`config.mk`:
```
export PLATFORM = sky130hd
export DESIGN_NAME = auto_reload_timer_split
export DESIGN_NICKNAME = d
export VERILOG_FILES = /design/src/hw/timer_pkg.sv /design/src/hw/tick_gen.sv /design/src/hw/auto_reload_timer_split.sv
export VERILOG_INCLUDE_DIRS = /design/src /design/src/hw
export SDC_FILE = /design/constraint.sdc
export NUM_CORES = 1
export LEC_CHECK = 0
export ABC_AREA = 1
export BUFFER_PORTS_ARGS = -buffer_cell sky130_fd_sc_hd__buf_2
export CORE_MARGIN = 2
export CORE_UTILIZATION = 50
export CTS_CLUSTER_SIZE = 24
export DETAILED_ROUTE_END_ITERATION = 12
export PLACE_DENSITY = 0.77
export SLEW_MARGIN = 10
export SYNTH_ARGS = -nofsm -noshare
export SYNTH_HDL_FRONTEND = slang
export SYNTH_HIERARCHICAL = 1
export SYNTH_SLANG_ARGS = --single-unit
```
`constraint.sdc`:
```
create_clock -name pclk -period 1.8 [get_ports pclk]
set_input_delay 0.18 -clock pclk [delete_from_list [all_inputs] [get_ports pclk]]
set_output_delay 0.18 -clock pclk [all_outputs]
set_load 0.02 [all_outputs]
```
`src/hw/timer_cfg.svh`:
```
// Register indices, field positions, reset values and divider counts
// for the split auto-reload timer.
// Assumes a 32-bit APB slave: byte address is four times the index.
`ifndef TIMER_CFG_SVH
`define TIMER_CFG_SVH

// =====================================================================
// Register indices (byte address = index * 4)
`define TMR_IDX_CLKCTRL 10'h08e
`define TMR_IDX_CONTROL 10'h091
`define TMR_IDX_RELOAD_LOW 10'h092
`define TMR_IDX_RELOAD_HIGH 10'h093
`define TMR_IDX_COUNT_LOW 10'h094
`define TMR_IDX_COUNT_HIGH 10'h095
`define TMR_IDX_CAPSTAT 10'h096
`define TMR_IDX_IRQEN 10'h0e6

// =====================================================================
// Control register fields
`define TMR_CTL_HIGH_FLAG 7
`define TMR_CTL_LOW_FLAG 6
`define TMR_CTL_LOW_IRQ_EN 5
`define TMR_CTL_CAP_EN 4
`define TMR_CTL_SPLIT 3
`define TMR_CTL_RUN 2
`define TMR_CTL_UNUSED 1
`define TMR_CTL_EXT_SEL 0

// =====================================================================
// Other fields
`define TMR_CLK_HIGH_SEL 7
`define TMR_CLK_LOW_SEL 6
`define TMR_IRQEN_BIT 7
`define TMR_CAPSTAT_FLAG 0

// =====================================================================
// Reset values and constants
`define TMR_RST_BYTE 8'h00
`define TMR_BYTE_ONES 8'hff
`define TMR_DIV_SYS 12
`define TMR_DIV_EXT 8

`endif

```
`src/hw/timer_pkg.sv`:
```
// Types shared by the split auto-reload timer.
// Assumes timer_cfg.svh holds the numeric constants.
package timer_pkg;

  // =====================================================================
  // Shared types
  typedef logic [7:0] byte_t;

  typedef enum logic [1:0] {
    SRC_SYS,
    SRC_DIV12,
    SRC_EXT8
  } tick_src_t;

endpackage

```
`src/hw/tick_gen.sv`:
```
// Count-source ticks: system clock / 12, external oscillator / 8,
// and rising edges of the low-frequency oscillator.
// Assumes ext_osc and lfo_out are asynchronous to pclk.
`timescale 1ns/1ps
`default_nettype none
`include "timer_cfg.svh"

module tick_gen #(
  parameter int unsigned DIV_SYS = `TMR_DIV_SYS,
  parameter int unsigned DIV_EXT = `TMR_DIV_EXT
) (
  input wire logic pclk,
  input wire logic presetn,
  input wire logic ext_osc,
  input wire logic lfo_out,
  output logic div12_tick,
  output logic ext8_tick,
  output logic lfo_rise
);

  // =====================================================================
  // Synchronisers for both asynchronous inputs
  logic [1:0] sync_in;
  logic [1:0] meta_q;
  logic [1:0] sync_q;
  logic [1:0] last_q;
  logic [3:0] sys_cnt_q;
  logic [2:0] ext_cnt_q;
  logic ext_rise;

  assign sync_in = {lfo_out, ext_osc};

  // Two flops per input, then an edge history flop
  for (genvar i = 0; i < 2; i++) begin : g_sync
    always_ff @(posedge pclk or negedge presetn) begin
      if (!presetn) begin
        meta_q[i] <= 1'b0;
        sync_q[i] <= 1'b0;
        last_q[i] <= 1'b0;
      end else begin
        meta_q[i] <= sync_in[i];
        sync_q[i] <= meta_q[i];
        last_q[i] <= sync_q[i];
      end
    end
  end

  assign ext_rise = sync_q[0] & ~last_q[0];
  assign lfo_rise = sync_q[1] & ~last_q[1];

  // System clock prescaler, one tick every DIV_SYS cycles
  always_ff @(posedge pclk or negedge presetn) begin
    if (!presetn) begin
      sys_cnt_q <= 4'h0;
    end else if (sys_cnt_q == 4'(DIV_SYS - 1)) begin
      sys_cnt_q <= 4'h0;
    end else begin
      sys_cnt_q <= sys_cnt_q + 4'h1;
    end
  end

  assign div12_tick = (sys_cnt_q == 4'(DIV_SYS - 1));

  // External prescaler, one tick every DIV_EXT synchronised edges
  always_ff @(posedge pclk or negedge presetn) begin
    if (!presetn) begin
      ext_cnt_q <= 3'h0;
    end else if (ext_rise) begin
      ext_cnt_q <= (ext_cnt_q == 3'(DIV_EXT - 1)) ? 3'h0 : ext_cnt_q + 3'h1;
    end
  end

  assign ext8_tick = ext_rise & (ext_cnt_q == 3'(DIV_EXT - 1));

endmodule // tick_gen
`default_nettype wire

```
`src/hw/auto_reload_timer_split.sv`:
```
// Split auto-reload timer: one 16-bit or two 8-bit counters with
// overflow flags, low-frequency oscillator capture and an irq request.
// Assumes an APB master on pclk; ext_osc and lfo_out are asynchronous.
//
// Summary of operation
// - 16-bit mode wraps at FFFF, loads reload pair, sets high flag.
// - Control bit 3 picks 16-bit mode at 0, split mode at 1.
// - 16-bit mode requests interrupt on every full overflow when enabled.
// - 16-bit mode with low enable also interrupts on low byte wrap.
// - Split mode reloads each byte from its own reload register.
// - Run bit gates whole timer, or only high byte in split mode.
// - Select 1 uses system clock; else div 12 or external div 8.
// - Each byte has its own select; one external select serves both.
// - External divide-by-eight source is synchronised before counting.
// - High flag, control bit 7, sets when high byte wraps.
// - Low flag, control bit 6, sets when low byte wraps, any mode.
// - Split mode interrupts on high wrap, plus low wrap when enabled.
// - Flags never clear by hardware; only a software write of zero.
// - Capture enable with interrupts: lfo rise copies count into reload.
// - Control bit 5 enables low byte overflow interrupts.
// - Control bit 0 selects div 12 at 0, external div 8 at 1.
// - Control bit 1 reads zero and ignores writes.
`timescale 1ns/1ps
`default_nettype none
`include "timer_cfg.svh"

module auto_reload_timer_split #(
  parameter int unsigned ADDR_W = 12,
  parameter int unsigned DIV_SYS = `TMR_DIV_SYS,
  parameter int unsigned DIV_EXT = `TMR_DIV_EXT
) (
  input wire logic pclk,
  input wire logic presetn,
  input wire logic psel,
  input wire logic penable,
  input wire logic pwrite,
  input wire logic [ADDR_W-1:0] paddr,
  input wire logic [31:0] pwdata,
  input wire logic [3:0] pstrb,
  output logic [31:0] prdata,
  output logic pready,
  output logic pslverr,
  input wire logic ext_osc,
  input wire logic lfo_out,
  output logic irq_req
);

  // =====================================================================
  // State
  timer_pkg::byte_t count_low_byte_q;
  timer_pkg::byte_t count_high_byte_q;
  timer_pkg::byte_t reload_low_byte_q;
  timer_pkg::byte_t reload_high_byte_q;
  logic high_overflow_flag_q;
  logic low_overflow_flag_q;
  logic low_byte_irq_enable_q;
  logic lfo_capture_enable_q;
  logic split_mode_bit_q;
  logic run_bit_q;
  logic external_select_bit_q;
  logic high_clock_select_q;
  logic low_clock_select_q;
  logic timer_irq_enable_q;
  logic capture_flag_q;
  logic [31:0] prdata_q;

  // =====================================================================
  // Working signals
  logic [9:0] reg_idx;
  logic setup_ph;
  logic access_ph;
  logic wr_en;
  logic hit_clk;
  logic hit_ctl;
  logic hit_rll;
  logic hit_rlh;
  logic hit_cnl;
  logic hit_cnh;
  logic hit_cap;
  logic hit_ien;
  logic mapped;
  timer_pkg::byte_t wbyte;
  timer_pkg::byte_t ctl_value;
  logic [31:0] rd_value;
  logic div12_tick;
  logic ext8_tick;
  logic lfo_rise;
  timer_pkg::tick_src_t low_src;
  timer_pkg::tick_src_t high_src;
  logic low_tick;
  logic high_tick;
  logic step_low;
  logic step_high;
  logic low_wrap;
  logic high_wrap;
  logic load_low;
  logic load_high;
  logic capture;

  // =====================================================================
  // Count-source ticks
  tick_gen #(
    .DIV_SYS(DIV_SYS),
    .DIV_EXT(DIV_EXT)
  ) u_tick (
    .pclk(pclk),
    .presetn(presetn),
    .ext_osc(ext_osc),
    .lfo_out(lfo_out),
    .div12_tick(div12_tick),
    .ext8_tick(ext8_tick),
    .lfo_rise(lfo_rise)
  );

  // =====================================================================
  // APB decode
  assign reg_idx = 10'(paddr[ADDR_W-1:2]);
  assign setup_ph = psel & ~penable;
  assign access_ph = psel & penable;
  assign wbyte = pwdata[7:0];

  // Address hits
  assign hit_clk = (reg_idx == `TMR_IDX_CLKCTRL);
  assign hit_ctl = (reg_idx == `TMR_IDX_CONTROL);
  assign hit_rll = (reg_idx == `TMR_IDX_RELOAD_LOW);
  assign hit_rlh = (reg_idx == `TMR_IDX_RELOAD_HIGH);
  assign hit_cnl = (reg_idx == `TMR_IDX_COUNT_LOW);
  assign hit_cnh = (reg_idx == `TMR_IDX_COUNT_HIGH);
  assign hit_cap = (reg_idx == `TMR_IDX_CAPSTAT);
  assign hit_ien = (reg_idx == `TMR_IDX_IRQEN);
  assign mapped = hit_clk | hit_ctl | hit_rll | hit_rlh | hit_cnl |
                  hit_cnh | hit_cap | hit_ien;

  // Writes land only at the access edge, low byte lane, mapped address
  assign wr_en = access_ph & pwrite & pstrb[0] & mapped;

  // Zero wait states; unmapped access answers with an error
  assign pready = 1'b1;
  assign pslverr = access_ph & ~mapped;
  assign prdata = prdata_q;

  // =====================================================================
  // Count-source selection per byte
  function automatic timer_pkg::tick_src_t pick_src(
    input logic fast_sel,
    input logic ext_sel
  );
    if (fast_sel) begin
      return timer_pkg::SRC_SYS;
    end else if (ext_sel) begin
      return timer_pkg::SRC_EXT8;
    end else begin
      return timer_pkg::SRC_DIV12;
    end
  endfunction

  function automatic logic src_tick(
    input timer_pkg::tick_src_t src,
    input logic t12,
    input logic t8
  );
    logic t;
    t = 1'b0;
    case (src)
      timer_pkg::SRC_SYS: t = 1'b1;
      timer_pkg::SRC_DIV12: t = t12;
      timer_pkg::SRC_EXT8: t = t8;
      default: t = 1'b0;
    endcase
    return t;
  endfunction

  // Own select per byte, shared external select
  assign low_src = pick_src(low_clock_select_q, external_select_bit_q);
  assign high_src = pick_src(high_clock_select_q, external_select_bit_q);
  assign low_tick = src_tick(low_src, div12_tick, ext8_tick);
  assign high_tick = src_tick(high_src, div12_tick, ext8_tick);

  // =====================================================================
  // Step, wrap and reload decisions
  // In 16-bit mode the low byte's source clocks the whole counter.
  always_comb begin
    if (split_mode_bit_q) begin
      step_low = low_tick;
      step_high = run_bit_q & high_tick;
    end else begin
      step_low = run_bit_q & low_tick;
      step_high = 1'b0;
    end
    low_wrap = step_low & (count_low_byte_q == `TMR_BYTE_ONES);
    if (!split_mode_bit_q) begin
      step_high = low_wrap;
    end
    high_wrap = step_high & (count_high_byte_q == `TMR_BYTE_ONES);
    load_low = split_mode_bit_q ? low_wrap : high_wrap;
    load_high = high_wrap;
  end

  // Capture needs both its enable and the timer interrupt enable
  assign capture = lfo_rise & lfo_capture_enable_q & timer_irq_enable_q;

  // =====================================================================
  // Low count byte
  always_ff @(posedge pclk or negedge presetn) begin
    if (!presetn) begin
      count_low_byte_q <= `TMR_RST_BYTE;
    end else if (wr_en & hit_cnl) begin
      count_low_byte_q <= wbyte;
    end else if (load_low) begin
      count_low_byte_q <= reload_low_byte_q;
    end else if (step_low) begin
      count_low_byte_q <= count_low_byte_q + 8'h01;
    end
  end

  // High count byte
  always_ff @(posedge pclk or negedge presetn) begin
    if (!presetn) begin
      count_high_byte_q <= `TMR_RST_BYTE;
    end else if (wr_en & hit_cnh) begin
      count_high_byte_q <= wbyte;
    end else if (load_high) begin
      count_high_byte_q <= reload_high_byte_q;
    end else if (step_high) begin
      count_high_byte_q <= count_high_byte_q + 8'h01;
    end
  end

  // =====================================================================
  // Reload bytes; a capture overrides a software write
  always_ff @(posedge pclk or negedge presetn) begin
    if (!presetn) begin
      reload_low_byte_q <= `TMR_RST_BYTE;
      reload_high_byte_q <= `TMR_RST_BYTE;
    end else if (capture) begin
      reload_low_byte_q <= count_low_byte_q;
      reload_high_byte_q <= count_high_byte_q;
    end else if (wr_en) begin
      if (hit_rll) begin
        reload_low_byte_q <= wbyte;
      end
      if (hit_rlh) begin
        reload_high_byte_q <= wbyte;
      end
    end
  end

  // =====================================================================
  // Overflow flags; hardware set wins over a clearing write
  always_ff @(posedge pclk or negedge presetn) begin
    if (!presetn) begin
      high_overflow_flag_q <= 1'b0;
      low_overflow_flag_q <= 1'b0;
    end else begin
      if (high_wrap) begin
        high_overflow_flag_q <= 1'b1;
      end else if (wr_en & hit_ctl) begin
        high_overflow_flag_q <= wbyte[`TMR_CTL_HIGH_FLAG];
      end
      if (low_wrap) begin
        low_overflow_flag_q <= 1'b1;
      end else if (wr_en & hit_ctl) begin
        low_overflow_flag_q <= wbyte[`TMR_CTL_LOW_FLAG];
      end
    end
  end

  // Capture event flag, cleared by writing zero
  always_ff @(posedge pclk or negedge presetn) begin
    if (!presetn) begin
      capture_flag_q <= 1'b0;
    end else if (capture) begin
      capture_flag_q <= 1'b1;
    end else if (wr_en & hit_cap) begin
      capture_flag_q <= wbyte[`TMR_CAPSTAT_FLAG];
    end
  end

  // =====================================================================
  // Control bits (bit 1 is not stored)
  always_ff @(posedge pclk or negedge presetn) begin
    if (!presetn) begin
      low_byte_irq_enable_q <= 1'b0;
      lfo_capture_enable_q <= 1'b0;
      split_mode_bit_q <= 1'b0;
      run_bit_q <= 1'b0;
      external_select_bit_q <= 1'b0;
    end else if (wr_en & hit_ctl) begin
      low_byte_irq_enable_q <= wbyte[`TMR_CTL_LOW_IRQ_EN];
      lfo_capture_enable_q <= wbyte[`TMR_CTL_CAP_EN];
      split_mode_bit_q <= wbyte[`TMR_CTL_SPLIT];
      run_bit_q <= wbyte[`TMR_CTL_RUN];
      external_select_bit_q <= wbyte[`TMR_CTL_EXT_SEL];
    end
  end

  // Clock selects and timer interrupt enable
  always_ff @(posedge pclk or negedge presetn) begin
    if (!presetn) begin
      high_clock_select_q <= 1'b0;
      low_clock_select_q <= 1'b0;
      timer_irq_enable_q <= 1'b0;
    end else if (wr_en) begin
      if (hit_clk) begin
        high_clock_select_q <= wbyte[`TMR_CLK_HIGH_SEL];
        low_clock_select_q <= wbyte[`TMR_CLK_LOW_SEL];
      end
      if (hit_ien) begin
        timer_irq_enable_q <= wbyte[`TMR_IRQEN_BIT];
      end
    end
  end

  // =====================================================================
  // Interrupt request, level while any enabled condition is pending
  always_ff @(posedge pclk or negedge presetn) begin
    if (!presetn) begin
      irq_req <= 1'b0;
    end else begin
      irq_req <= timer_irq_enable_q &
                 (high_overflow_flag_q |
                  (low_byte_irq_enable_q & low_overflow_flag_q) |
                  capture_flag_q);
    end
  end

  // =====================================================================
  // Read path
  always_comb begin
    ctl_value = 8'h00;
    ctl_value[`TMR_CTL_HIGH_FLAG] = high_overflow_flag_q;
    ctl_value[`TMR_CTL_LOW_FLAG] = low_overflow_flag_q;
    ctl_value[`TMR_CTL_LOW_IRQ_EN] = low_byte_irq_enable_q;
    ctl_value[`TMR_CTL_CAP_EN] = lfo_capture_enable_q;
    ctl_value[`TMR_CTL_SPLIT] = split_mode_bit_q;
    ctl_value[`TMR_CTL_RUN] = run_bit_q;
    ctl_value[`TMR_CTL_UNUSED] = 1'b0;
    ctl_value[`TMR_CTL_EXT_SEL] = external_select_bit_q;
  end

  // Register select, upper bits read zero
  always_comb begin
    rd_value = 32'h0000_0000;
    if (hit_ctl) begin
      rd_value[7:0] = ctl_value;
    end else if (hit_rll) begin
      rd_value[7:0] = reload_low_byte_q;
    end else if (hit_rlh) begin
      rd_value[7:0] = reload_high_byte_q;
    end else if (hit_cnl) begin
      rd_value[7:0] = count_low_byte_q;
    end else if (hit_cnh) begin
      rd_value[7:0] = count_high_byte_q;
    end else if (hit_clk) begin
      rd_value[`TMR_CLK_HIGH_SEL] = high_clock_select_q;
      rd_value[`TMR_CLK_LOW_SEL] = low_clock_select_q;
    end else if (hit_cap) begin
      rd_value[`TMR_CAPSTAT_FLAG] = capture_flag_q;
    end else if (hit_ien) begin
      rd_value[`TMR_IRQEN_BIT] = timer_irq_enable_q;
    end
  end

  // Read data sampled in the setup phase, held through the access
  always_ff @(posedge pclk or negedge presetn) begin
    if (!presetn) begin
      prdata_q <= 32'h0000_0000;
    end else if (setup_ph & ~pwrite) begin
      prdata_q <= rd_value;
    end
  end

endmodule // auto_reload_timer_split
`default_nettype wire

```
Yosys cells after proc, flatten, opt, wreduce, memory -nomap -nowiden
Index checks and enable logic that the tools add are counted.

storage, ports and cells
  flip-flop bits (word level) = 65
  bits in latches = 0
  bits in writable memories = 0
  memory bits (read-only) = 0
  output and inout bits = 35
  logic and storage cells = 136
  memories kept = 0

operators by class
  add/sub/neg operators = 4
  $mul = 0
  div/mod/pow operators = 0
  order comparisons = 0
  eq/ne operators = 16
  shifts and indexed selects = 0
  mux-type cells = 41
  bitwise operators = 36
  reduce and logical (&&, ||, !) cells = 14

operators by type and width
  kind                 number
  $mux 8               16
  $eq 10x8->1 const B  8
  $and 1x1->1          22
  $add 8x1->8 const B  2
  $eq 8x8->1 const B   2
  $mux 1               16
  $reduce_bool 2->1    6
  $or 1x1->1           9
  $mux 2               4
  $reduce_and 2->1     4
  $pmux 1 s3           2
  $reduce_bool 3->1    2
  $mux 5               1
  $not 1->1            5
  $add 4x1->4 const B  1
  $eq 2x1->1 const B   2
  $eq 2x2->1 const B   2
  $eq 4x4->1 const B   1
  $logic_not 2->1      2
  $mux 4               1
  $add 3x1->3 const B  1
  $eq 3x3->1 const B   1
  $mux 3               1

Logic depth before layout (Yosys ltp)
Gate-level depths: netlist of run 1.

  word-level depth = 12
  mapped depth = 15
  gate-level depth less buffers = 15

Cells and area by module
Netlist of run 1, hierarchy kept.

modules (own cells, without submodules)
  module                   times used  cells each  area an instance (um^2)  sequential area each (um^2)
  auto_reload_timer_split  1           551         3732.3                   1301.2
  tick_gen                 1           49          499.2                    325.3

Least setup slack after synthesis of run 1
OpenSTA, ideal clock, no wires.

  kind = register to register
  start point = reg u_tick.ext_cnt_q[0]
  end point = reg count_high_byte_q[4]
  setup time = 124 ps
  data arrival time = 1819 ps
  path slack = -143 ps
  stages on the path, launching flop included = 16
  buffers on the path = 1
  period minus slack after synthesis = 1943 ps
  cell sequence = dfrtp_1 -> ha_1 -> ha_1 -> inv_1 -> nor2_1 -> nand2_1 -> nand3_1 -> nand2_1 -> inv_1 -> nand3_1 -> nand2_1 -> buf_2 -> nand3_1 -> nand2_1 -> nand3_1 -> nand3_1

between the ends
  longest elaborated chain between the ends = 10
  elaborated cells on any way between the ends = 13

RTL lines
  what                    RTL line                        text
  start, declared         tick_gen.sv:28                  logic [2:0] ext_cnt_q;
  start signal, assigned  tick_gen.sv:69                  ext_cnt_q <= (ext_cnt_q == 3'(DIV_EXT - 1)) ? 3'h0 : ext_cnt_q + 3'h1;
  $eq 3x3->1 *            tick_gen.sv:73                  assign ext8_tick = ext_rise & (ext_cnt_q == 3'(DIV_EXT - 1));
  $and 1x1->1 *           tick_gen.sv:73
  named net ext8_tick     auto_reload_timer_split.sv:86   logic ext8_tick;
  $pmux 1 s3              auto_reload_timer_split.sv:164  case (src)
  $and 1x1->1             auto_reload_timer_split.sv:187  step_low = run_bit_q & low_tick;
  $mux 1                  auto_reload_timer_split.sv:183  if (split_mode_bit_q) begin
  $and 1x1->1             auto_reload_timer_split.sv:190  low_wrap = step_low & (count_low_byte_q == `TMR_BYTE_ONES);
  $mux 1 *                auto_reload_timer_split.sv:191  if (!split_mode_bit_q) begin
  $and 1x1->1             auto_reload_timer_split.sv:194  high_wrap = step_high & (count_high_byte_q == `TMR_BYTE_ONES);
  $mux 8                  auto_reload_timer_split.sv:222  end else if (load_high) begin
  $mux 8                  auto_reload_timer_split.sv:220  end else if (wr_en & hit_cnh) begin
  end signal, assigned    auto_reload_timer_split.sv:219  count_high_byte_q <= `TMR_RST_BYTE;
  end signal, assigned    auto_reload_timer_split.sv:221  count_high_byte_q <= wbyte;
  end signal, assigned    auto_reload_timer_split.sv:223  count_high_byte_q <= reload_high_byte_q;
  end, declared           auto_reload_timer_split.sv:51   timer_pkg::byte_t count_high_byte_q;

Mark *: on every way through the listed nets, which the timed path passes. The rest lies on a longest branch.
A chain may end at the register's enable or synchronous reset.

Worst setup path after layout of run 1
  start point = reg count_low_byte_q[0]
  end point = reg count_high_byte_q[0]

between the ends
  longest elaborated chain between the ends = 6
  elaborated cells on any way between the ends = 7

RTL lines
  what                           RTL line                        text
  start, declared                auto_reload_timer_split.sv:50   timer_pkg::byte_t count_low_byte_q;
  start signal, assigned         auto_reload_timer_split.sv:206  count_low_byte_q <= `TMR_RST_BYTE;
  start signal, assigned         auto_reload_timer_split.sv:208  count_low_byte_q <= wbyte;
  start signal, assigned         auto_reload_timer_split.sv:210  count_low_byte_q <= reload_low_byte_q;
  $eq 8x8->1 (no source line) *  --
  $and 1x1->1 *                  auto_reload_timer_split.sv:190
  $mux 1 *                       auto_reload_timer_split.sv:191
  $and 1x1->1                    auto_reload_timer_split.sv:194
  $mux 8                         auto_reload_timer_split.sv:222
  $mux 8                         auto_reload_timer_split.sv:220

Every way passes the cells marked *; elsewhere a longest branch is shown, timed or not.

==> flow_metrics.tcl, run 1 <==
set metrics [dict create \
    irDropWorstVdd_mv 0.414 \
    part_of_the_power_in_combinational_logic_pct 21.4 \
    power_density_nw_per_um2 666 \
    clk-insertion-delay-late_ps 360 \
    hold_violations 0 \
    timing_worst_setup_path_type "reg -> reg" \
    area_of_the_multi_input_gates_um2 2360 \
    num_vias 4525 \
    numPlacedInstances 773 \
    seq_power_share_pct 46.4 \
    drive_gt1_share_pct 25.4 \
    final-setup-viol-count 15 \
    total_leakage_power_nw 2.81 \
    routed_vias_inst 5.62 \
    min_period_ps 1990 \
    slew_violations 0 \
    critical_path_buf_inv_count 1 \
    tritoncts.num_buffers 9 \
    io-pin-count 90 \
    critical_path.startpoint_type "register" \
    tritoncts_clock_tree "yes" \
    async_reset_ff_share_pct 100 \
    critical_path.cell_chain "ha_1 -> nand3_1 -> nor3_1 -> nand3_4 -> nand2_8 -> clkinvlp_4 -> nand3_2 -> nand3_2" \
    drt-total-wl_mm 12.9 \
    gp_congestion 0.926 \
    final_util_pct 64.2 \
    fp.dieArea_um2 9220 \
    yosys-top-cells-count "176 x nand2_1, 120 x nand3_1, 65 x dfrtp_1, 63 x inv_1, 27 x nor2_1" \
    timing.final.crit_share_pct 111 \
    final_cells 805 \
    seqCellArea_um2 1630 \
    endpoint_kind "register" \
    number_of_buffers_on_the_longest_clock_path 2 \
    worst-endpoint-required_ps 2040 \
    post_synth_instance_area_um2 4230 \
    floorplan.core_area_um2 8220 \
    drt_pre_antenna_iters 6 \
    psw_mw 1.12 \
    area_growth_syn_to_layout_pct 24.7 \
    final_nets 756 \
    synth_top_cell_area_share_pct 38.4 \
    start_util_pct 51.5 \
    antenna_violating_nets_post_route 0 \
    remaining_drc_errors 0 \
    switching_share_pct 31.8 \
    synth_sequential_area_ratio_pct 38.4 \
    run_status "complete, but fails checks" \
    grt_first_pass_wirelength_mm 20.4 \
    number_of_antenna_violations_at_the_first_check_in_global_routing 0 \
    site_rows 33 \
    grt_start_max_net_pins 66 \
    synth_area_leader_cell "dfrtp_1" \
    critPathMostFrequentCell "nand3_2" \
    synthFlopType "dfrtp_1" \
    setup_repair_after_global_routing_missed_its_margin "yes" \
    io_buffers 35 \
    setup_skew_ps 12.0 \
    global_route.usage.total_pct 29.3 \
    max_clock_freq_mhz 503 \
    violations "setup timing" \
    path_clk_slew_ps 80 \
    drv_cap 0 \
    cp_slowest_stage_delay_ps 360 \
    postSynthCellCount 600 \
    synth_cell_type_count 34 \
    final_design_area_no_fill_um2 5280 \
    detailedRoute.firstIterationViolations 539 \
    antenna_cells_inserted 0 \
    critPathArrivalTime_ps 2230 \
    clock_sinks 65 \
    post_drt_wl_per_cell_um 16.0 \
    h-tree-depth 3 \
    synth_seq_cells 65 \
    path_delay_family "simple AND/OR/NAND/NOR gates" \
    crit_fanout 8 \
    setup_slack_ps -190 \
    die_w_um 96.0 \
    syn_avg_cell_area_um2 7.05 \
    ys.warnings.count 6 \
    cp_slowest_cell "dfrtp_1" \
    number_of_fill_cells 729 \
    most_frequent_cell_after_synthesis "nand2_1" \
    number_of_enable_flip_flop_cells_after_synthesis 0 \
    place.detailed.hpwl_mm 9.21 \
    die_h_um 96.0 \
    cell_types_with_the_largest_area_share_after_synthesis "dfrtp_1 38%, nand2_1 16%, nand3_1 14%, inv_1 5.6%, buf_4 4.6%" \
    power_frac_clock_pct 32.2 \
    cts.root.buffer_cell "clkbuf_8" \
    dpl-instance-area_um2 4770 \
    worst_hold_path_type "in -> reg" \
    first_global_vias 4255 \
    grt_remaining_overflow 0 \
    cellInternalPower_mw 2.40 \
]
## cell usage in the layout, fill, tap and decap left out, types with 4 or more instances in the layout
| cell type | synthesis | routed |
|---|---|---|
| nand3_2 | 3 | 21 |
| buf_4 | 26 | 53 |
| buf_2 | 5 | 35 |
| nor2_1 | 27 | 26 |
| buf_12 | 0 | 4 |
| inv_1 | 63 | 60 |
| nand3_1 | 120 | 100 |
| a21oi_1 | 10 | 10 |
| clkbuf_8 | 0 | 10 |
| nand2_4 | 1 | 4 |
| o21ai_1 | 5 | 7 |
| inv_2 | 10 | 12 |
| nand4_1 | 9 | 9 |
| conb_1 | 2 | 25 |
| dfrtp_1 | 65 | 65 |
| o21ai_0 | 21 | 17 |
| nor2_2 | 5 | 5 |
| nand2_1 | 176 | 171 |
| nand3_4 | 3 | 5 |
| nand2_2 | 6 | 9 |
| xor2_1 | 6 | 6 |
| nor3_1 | 7 | 7 |
| clkinvlp_4 | 0 | 4 |
## power by group through the flow
stage,sequential [mW],clock [mW],combinational (mW)
2_1_floorplan,1.65,0,0.393
5_1_grt,1.65,1.19,0.842
3_5_place_dp,1.65,0,0.654
4_1_cts,1.63,1.13,0.704
6_report,1.63,1.13,0.752
3_3_place_gp,1.65,0,0.636
## what timing repair did
action	4_1_cts	5_1_grt
hold buffers	3	0
endpoints found under the hold margin	67	0
resized for setup	30	13
pin swaps	23	14
setup buffers	6	6
endpoints found under the setup margin	16	18
cloned	2	0
## worst reg2reg max path: stages, from the launching register on
cell and delay (ps):
dfrtp_1 360, ha_1 210, nand3_1 140, nor3_1 340, nand3_4 170, nand2_8 140
clkinvlp_4 260, nand3_2 170, nand3_2 90
## per-stage QoR
step	power, mW	setup WS (ps)	setup TNS, ps	hold slack [ps]
2_1_floorplan	2.05	4.81	0	-116
3_3_place_gp	2.28	-141	-1270	222
3_5_place_dp	2.31	-212	-1930	230
4_1_cts	3.46	-110	-1030	101
5_1_grt	3.68	-297	-3570	123
6_report	3.51	-190	-1450	112
## flip-flops by register name, indices dropped and copies added, names as in the netlist, 2 cells and up
| register | cells |
|---|---|
| count_high_byte_q | 8 |
| count_low_byte_q | 8 |
| prdata | 8 |
| reload_high_byte_q | 8 |
| reload_low_byte_q | 8 |
| u_tick/sys_cnt_q | 4 |
| u_tick/ext_cnt_q | 3 |
| u_tick/last_q | 2 |
| u_tick/meta_q | 2 |
| u_tick/sync_q | 2 |
## kinds of logic after synthesis
family	synth area share [%]
compound gates	5.91
other cells	0.177
flops	38.4
xor+xnor	1.45
buf+inv	12.6
simple gates	40.0
fa+ha+maj	1.48
## routing by layer
metal | vias up | share of wire (%) | global-route usage, %
met5 | - | 0 | 0
met4 | 0 | 5.2 | 16.7
met3 | 63 | 9.9 | 7.75
met2 | 259 | 45 | 45.3
met1 | 2107 | 40 | 37.0
li1 | 2096 | - | -
## path summary, 6_finish.rpt
| path | startpoint | end | slack [ps] | depth (start not counted) |
|---|---|---|---|---|
| worst max-delay path | count_low_byte_q[0] | count_high_byte_q[0] | -190 | 8 |
| worst min-delay path | pwdata[5] | count_high_byte_q[5] | 110 | 3 |
| worst max register to register | count_low_byte_q[0] | count_high_byte_q[0] | -190 | 8 |
| worst min register to register | u_tick/meta_q[1] | u_tick/sync_q[1] | 360 | 0 |
| max in group asynchronous | presetn | low_byte_irq_enable_q | 1150 | 3 |
| min in group asynchronous | presetn | reload_high_byte_q[6] | 380 | 3 |
## layout make-up
type / instances / share of cell area [%]
flip-flops and latches: 65 / 30.8
multi-input cells: 448 / 44.7
repair buffers: 97 / 13.4
clock buffers: 10 / 2.61
inverters: 75 / 5.41
clock inverters: 5 / 0.616
well taps: 105 / 2.49
(Power assumes the default switching activity.)
==> inputs of run 2 (changes only) <==
- CORE_MARGIN: 2 -> 1
==> run 2 against run 1 <==
The flow still finishes with violations (setup timing). Critical path depth grew 5. Global-route usage grew 3.1 points. Sequential share of layout area shrank 1.5 points. Sequential power is essentially flat. Critical path type unchanged. Critical endpoint is now count_high_byte_q[7]. Largest cell class unchanged.
==> flow_metrics.tcl, run 2 (synthesized netlist as in run 1, its figures left out) <==
set metrics [dict create \
    run_status "complete, but fails checks" \
    violations "setup timing" \
    clock_sinks 65 \
    critical_path.startpoint_type "register" \
    hold_violations 0 \
    drv_cap 0 \
    h-tree-depth 3 \
    cp_slowest_stage_delay_ps 420 \
    number_of_antenna_violations_at_the_first_check_in_global_routing 0 \
    endpoint_kind "register" \
    total_leakage_power_nw 2.87 \
    io_buffers 35 \
    fp.dieArea_um2 8840 \
    cts.root.buffer_cell "clkbuf_8" \
    crit_fanout 7 \
    dpl-instance-area_um2 4780 \
    final_nets 765 \
    drt_pre_antenna_iters 7 \
    worst_hold_path_type "in -> reg" \
    clk-insertion-delay-late_ps 360 \
    area_growth_syn_to_layout_pct 31.0 \
    worst_r2r_startpoint "u_tick/ext_cnt_q[0]" \
    die_h_um 94.0 \
    gp_congestion 0.957 \
    post_drt_wl_per_cell_um 16.6 \
    critical_path.cell_chain "ha_4 -> ha_4 -> inv_4 -> nor2_4 -> nand2_4 -> nand2_2 -> o211ai_1 -> buf_4 -> nand2_8 -> buf_6 -> buf_6 -> nand3_2 -> nand3_2" \
    slew_violations 0 \
    post-layout-total-power_mw 4.01 \
    setup.worst_path.start "u_tick/ext_cnt_q[0]" \
    io-pin-count 90 \
    place.detailed.hpwl_mm 9.44 \
    min_period_ps 1930 \
    tritoncts_clock_tree "yes" \
    worst-endpoint-required_ps 2050 \
    layout.cells.most_common "nand2_1" \
    final-setup-viol-count 13 \
    irDropWorstVdd_mv 0.425 \
    timing.final.crit_share_pct 107 \
    path_clk_slew_ps 80 \
    timing_worst_setup_path_type "reg -> reg" \
    final_design_area_no_fill_um2 5540 \
    max_clock_freq_mhz 519 \
    grt_first_pass_wirelength_mm 21.3 \
    routed_vias_inst 5.55 \
    final_cell_mix "166 x nand2_1, 92 x nand3_1, 65 x dfrtp_1, 60 x inv_1, 58 x buf_4" \
    antenna_violating_nets_post_route 0 \
    num_vias 4521 \
    path_delay_family "buffers and inverters" \
    die_w_um 94.0 \
    setup_skew_ps 13.5 \
    remaining_drc_errors 0 \
    drt-total-wl_mm 13.5 \
    global_route.usage.total_pct 32.4 \
    start_util_pct 51.5 \
    drive_gt1_share_pct 28.6 \
    tritoncts.num_buffers 9 \
    critPathArrivalTime_ps 2180 \
    fin_tns_setup_ps -1030 \
    antenna_cells_inserted 0 \
    hold_ws_ps 112 \
    site_rows 33 \
    timing.hold.worst.start "pwdata[5]" \
    grt_remaining_overflow 0 \
    detailedRoute.firstIterationViolations 438 \
    power_density_nw_per_um2 724 \
    cp_slowest_cell "dfrtp_1" \
    floorplan.core_area_um2 8220 \
    grt_start_max_net_pins 66 \
    first_global_vias 4225 \
    number_of_buffers_on_the_longest_clock_path 2 \
    setup_slack_ps -125 \
    setup_repair_after_global_routing_missed_its_margin "yes" \
    critical_path_buf_inv_count 4 \
    final_util_pct 67.5 \
]
==> run 2: cell count changes in the layout (fill, tap and decap cells not counted), moves of 3 or more <==
cell	change
nand2_1	-5
bufinv_16	+3
nand3_1	-8
buf_6	+5
nand3_2	+8
buf_4	+5
==> run 2: repair_timing <==
action / 4_1_cts / 5_1_grt
hold buffers: 3 / 0
endpoints found under the setup margin: 17 / 21
pin swaps: 25 / 13
resized for setup: 40 / 32
gates cloned: 2 / 0
setup buffers: 15 / 5
endpoints found under the hold margin: 67 / 0
==> run 2: stage by stage <==
stage / std cells / worst slack (ps)
finish: 815 / -125
global placement: 775 / -157
CTS: 811 / -121
global route: 815 / -227
detailed placement: 775 / -294
floorplan: 623 / 4.81
==> run 2: path summary, 6_finish.rpt <==
path	end	slack (ps)	cells past startpoint
min in group asynchronous	prdata[7]	350	3
max reg2reg	count_high_byte_q[7]	-130	13
max	count_high_byte_q[7]	-130	13
min reg2reg	u_tick/sync_q[1]	360	0
max in group asynchronous	u_tick/meta_q[1]	1130	3
min	count_high_byte_q[5]	110	3
==> run 2: per-layer routing <==
metal  vias up  wire length (um)  GRT usage, %
met3        43              1210          6.15
met1      2139              5540          42.9
met4         0               422          14.6
li1       2108                 -             -
met5         -                 0             0
met2       231              6320          51.2
==> run 2: report_power, final <==
part	internal, mW	total, mW	switching, mW
clock	0.962	1.57	0.610
combinational	0.333	0.807	0.475
sequential	1.55	1.63	0.0816
==> run 2: layout make-up <==
class	instances	area [um2]
tap	105	131
timing repair buffer	106	779
clock inverter	6	114
fill	688	2670
multi-input combinational	448	2460
clock buffer	10	138
sequential	65	1630
inverter	75	290
==> run 2: worst reg2reg max path, cell delays in order, from the launching register on <==
cell	delay, ps
dfrtp_1	420
ha_4	180
ha_4	160
inv_4	60
nor2_4	40
nand2_4	70
nand2_2	40
o211ai_1	150
buf_4	190
nand2_8	100
buf_6	140
buf_6	120
nand3_2	90
nand3_2	80
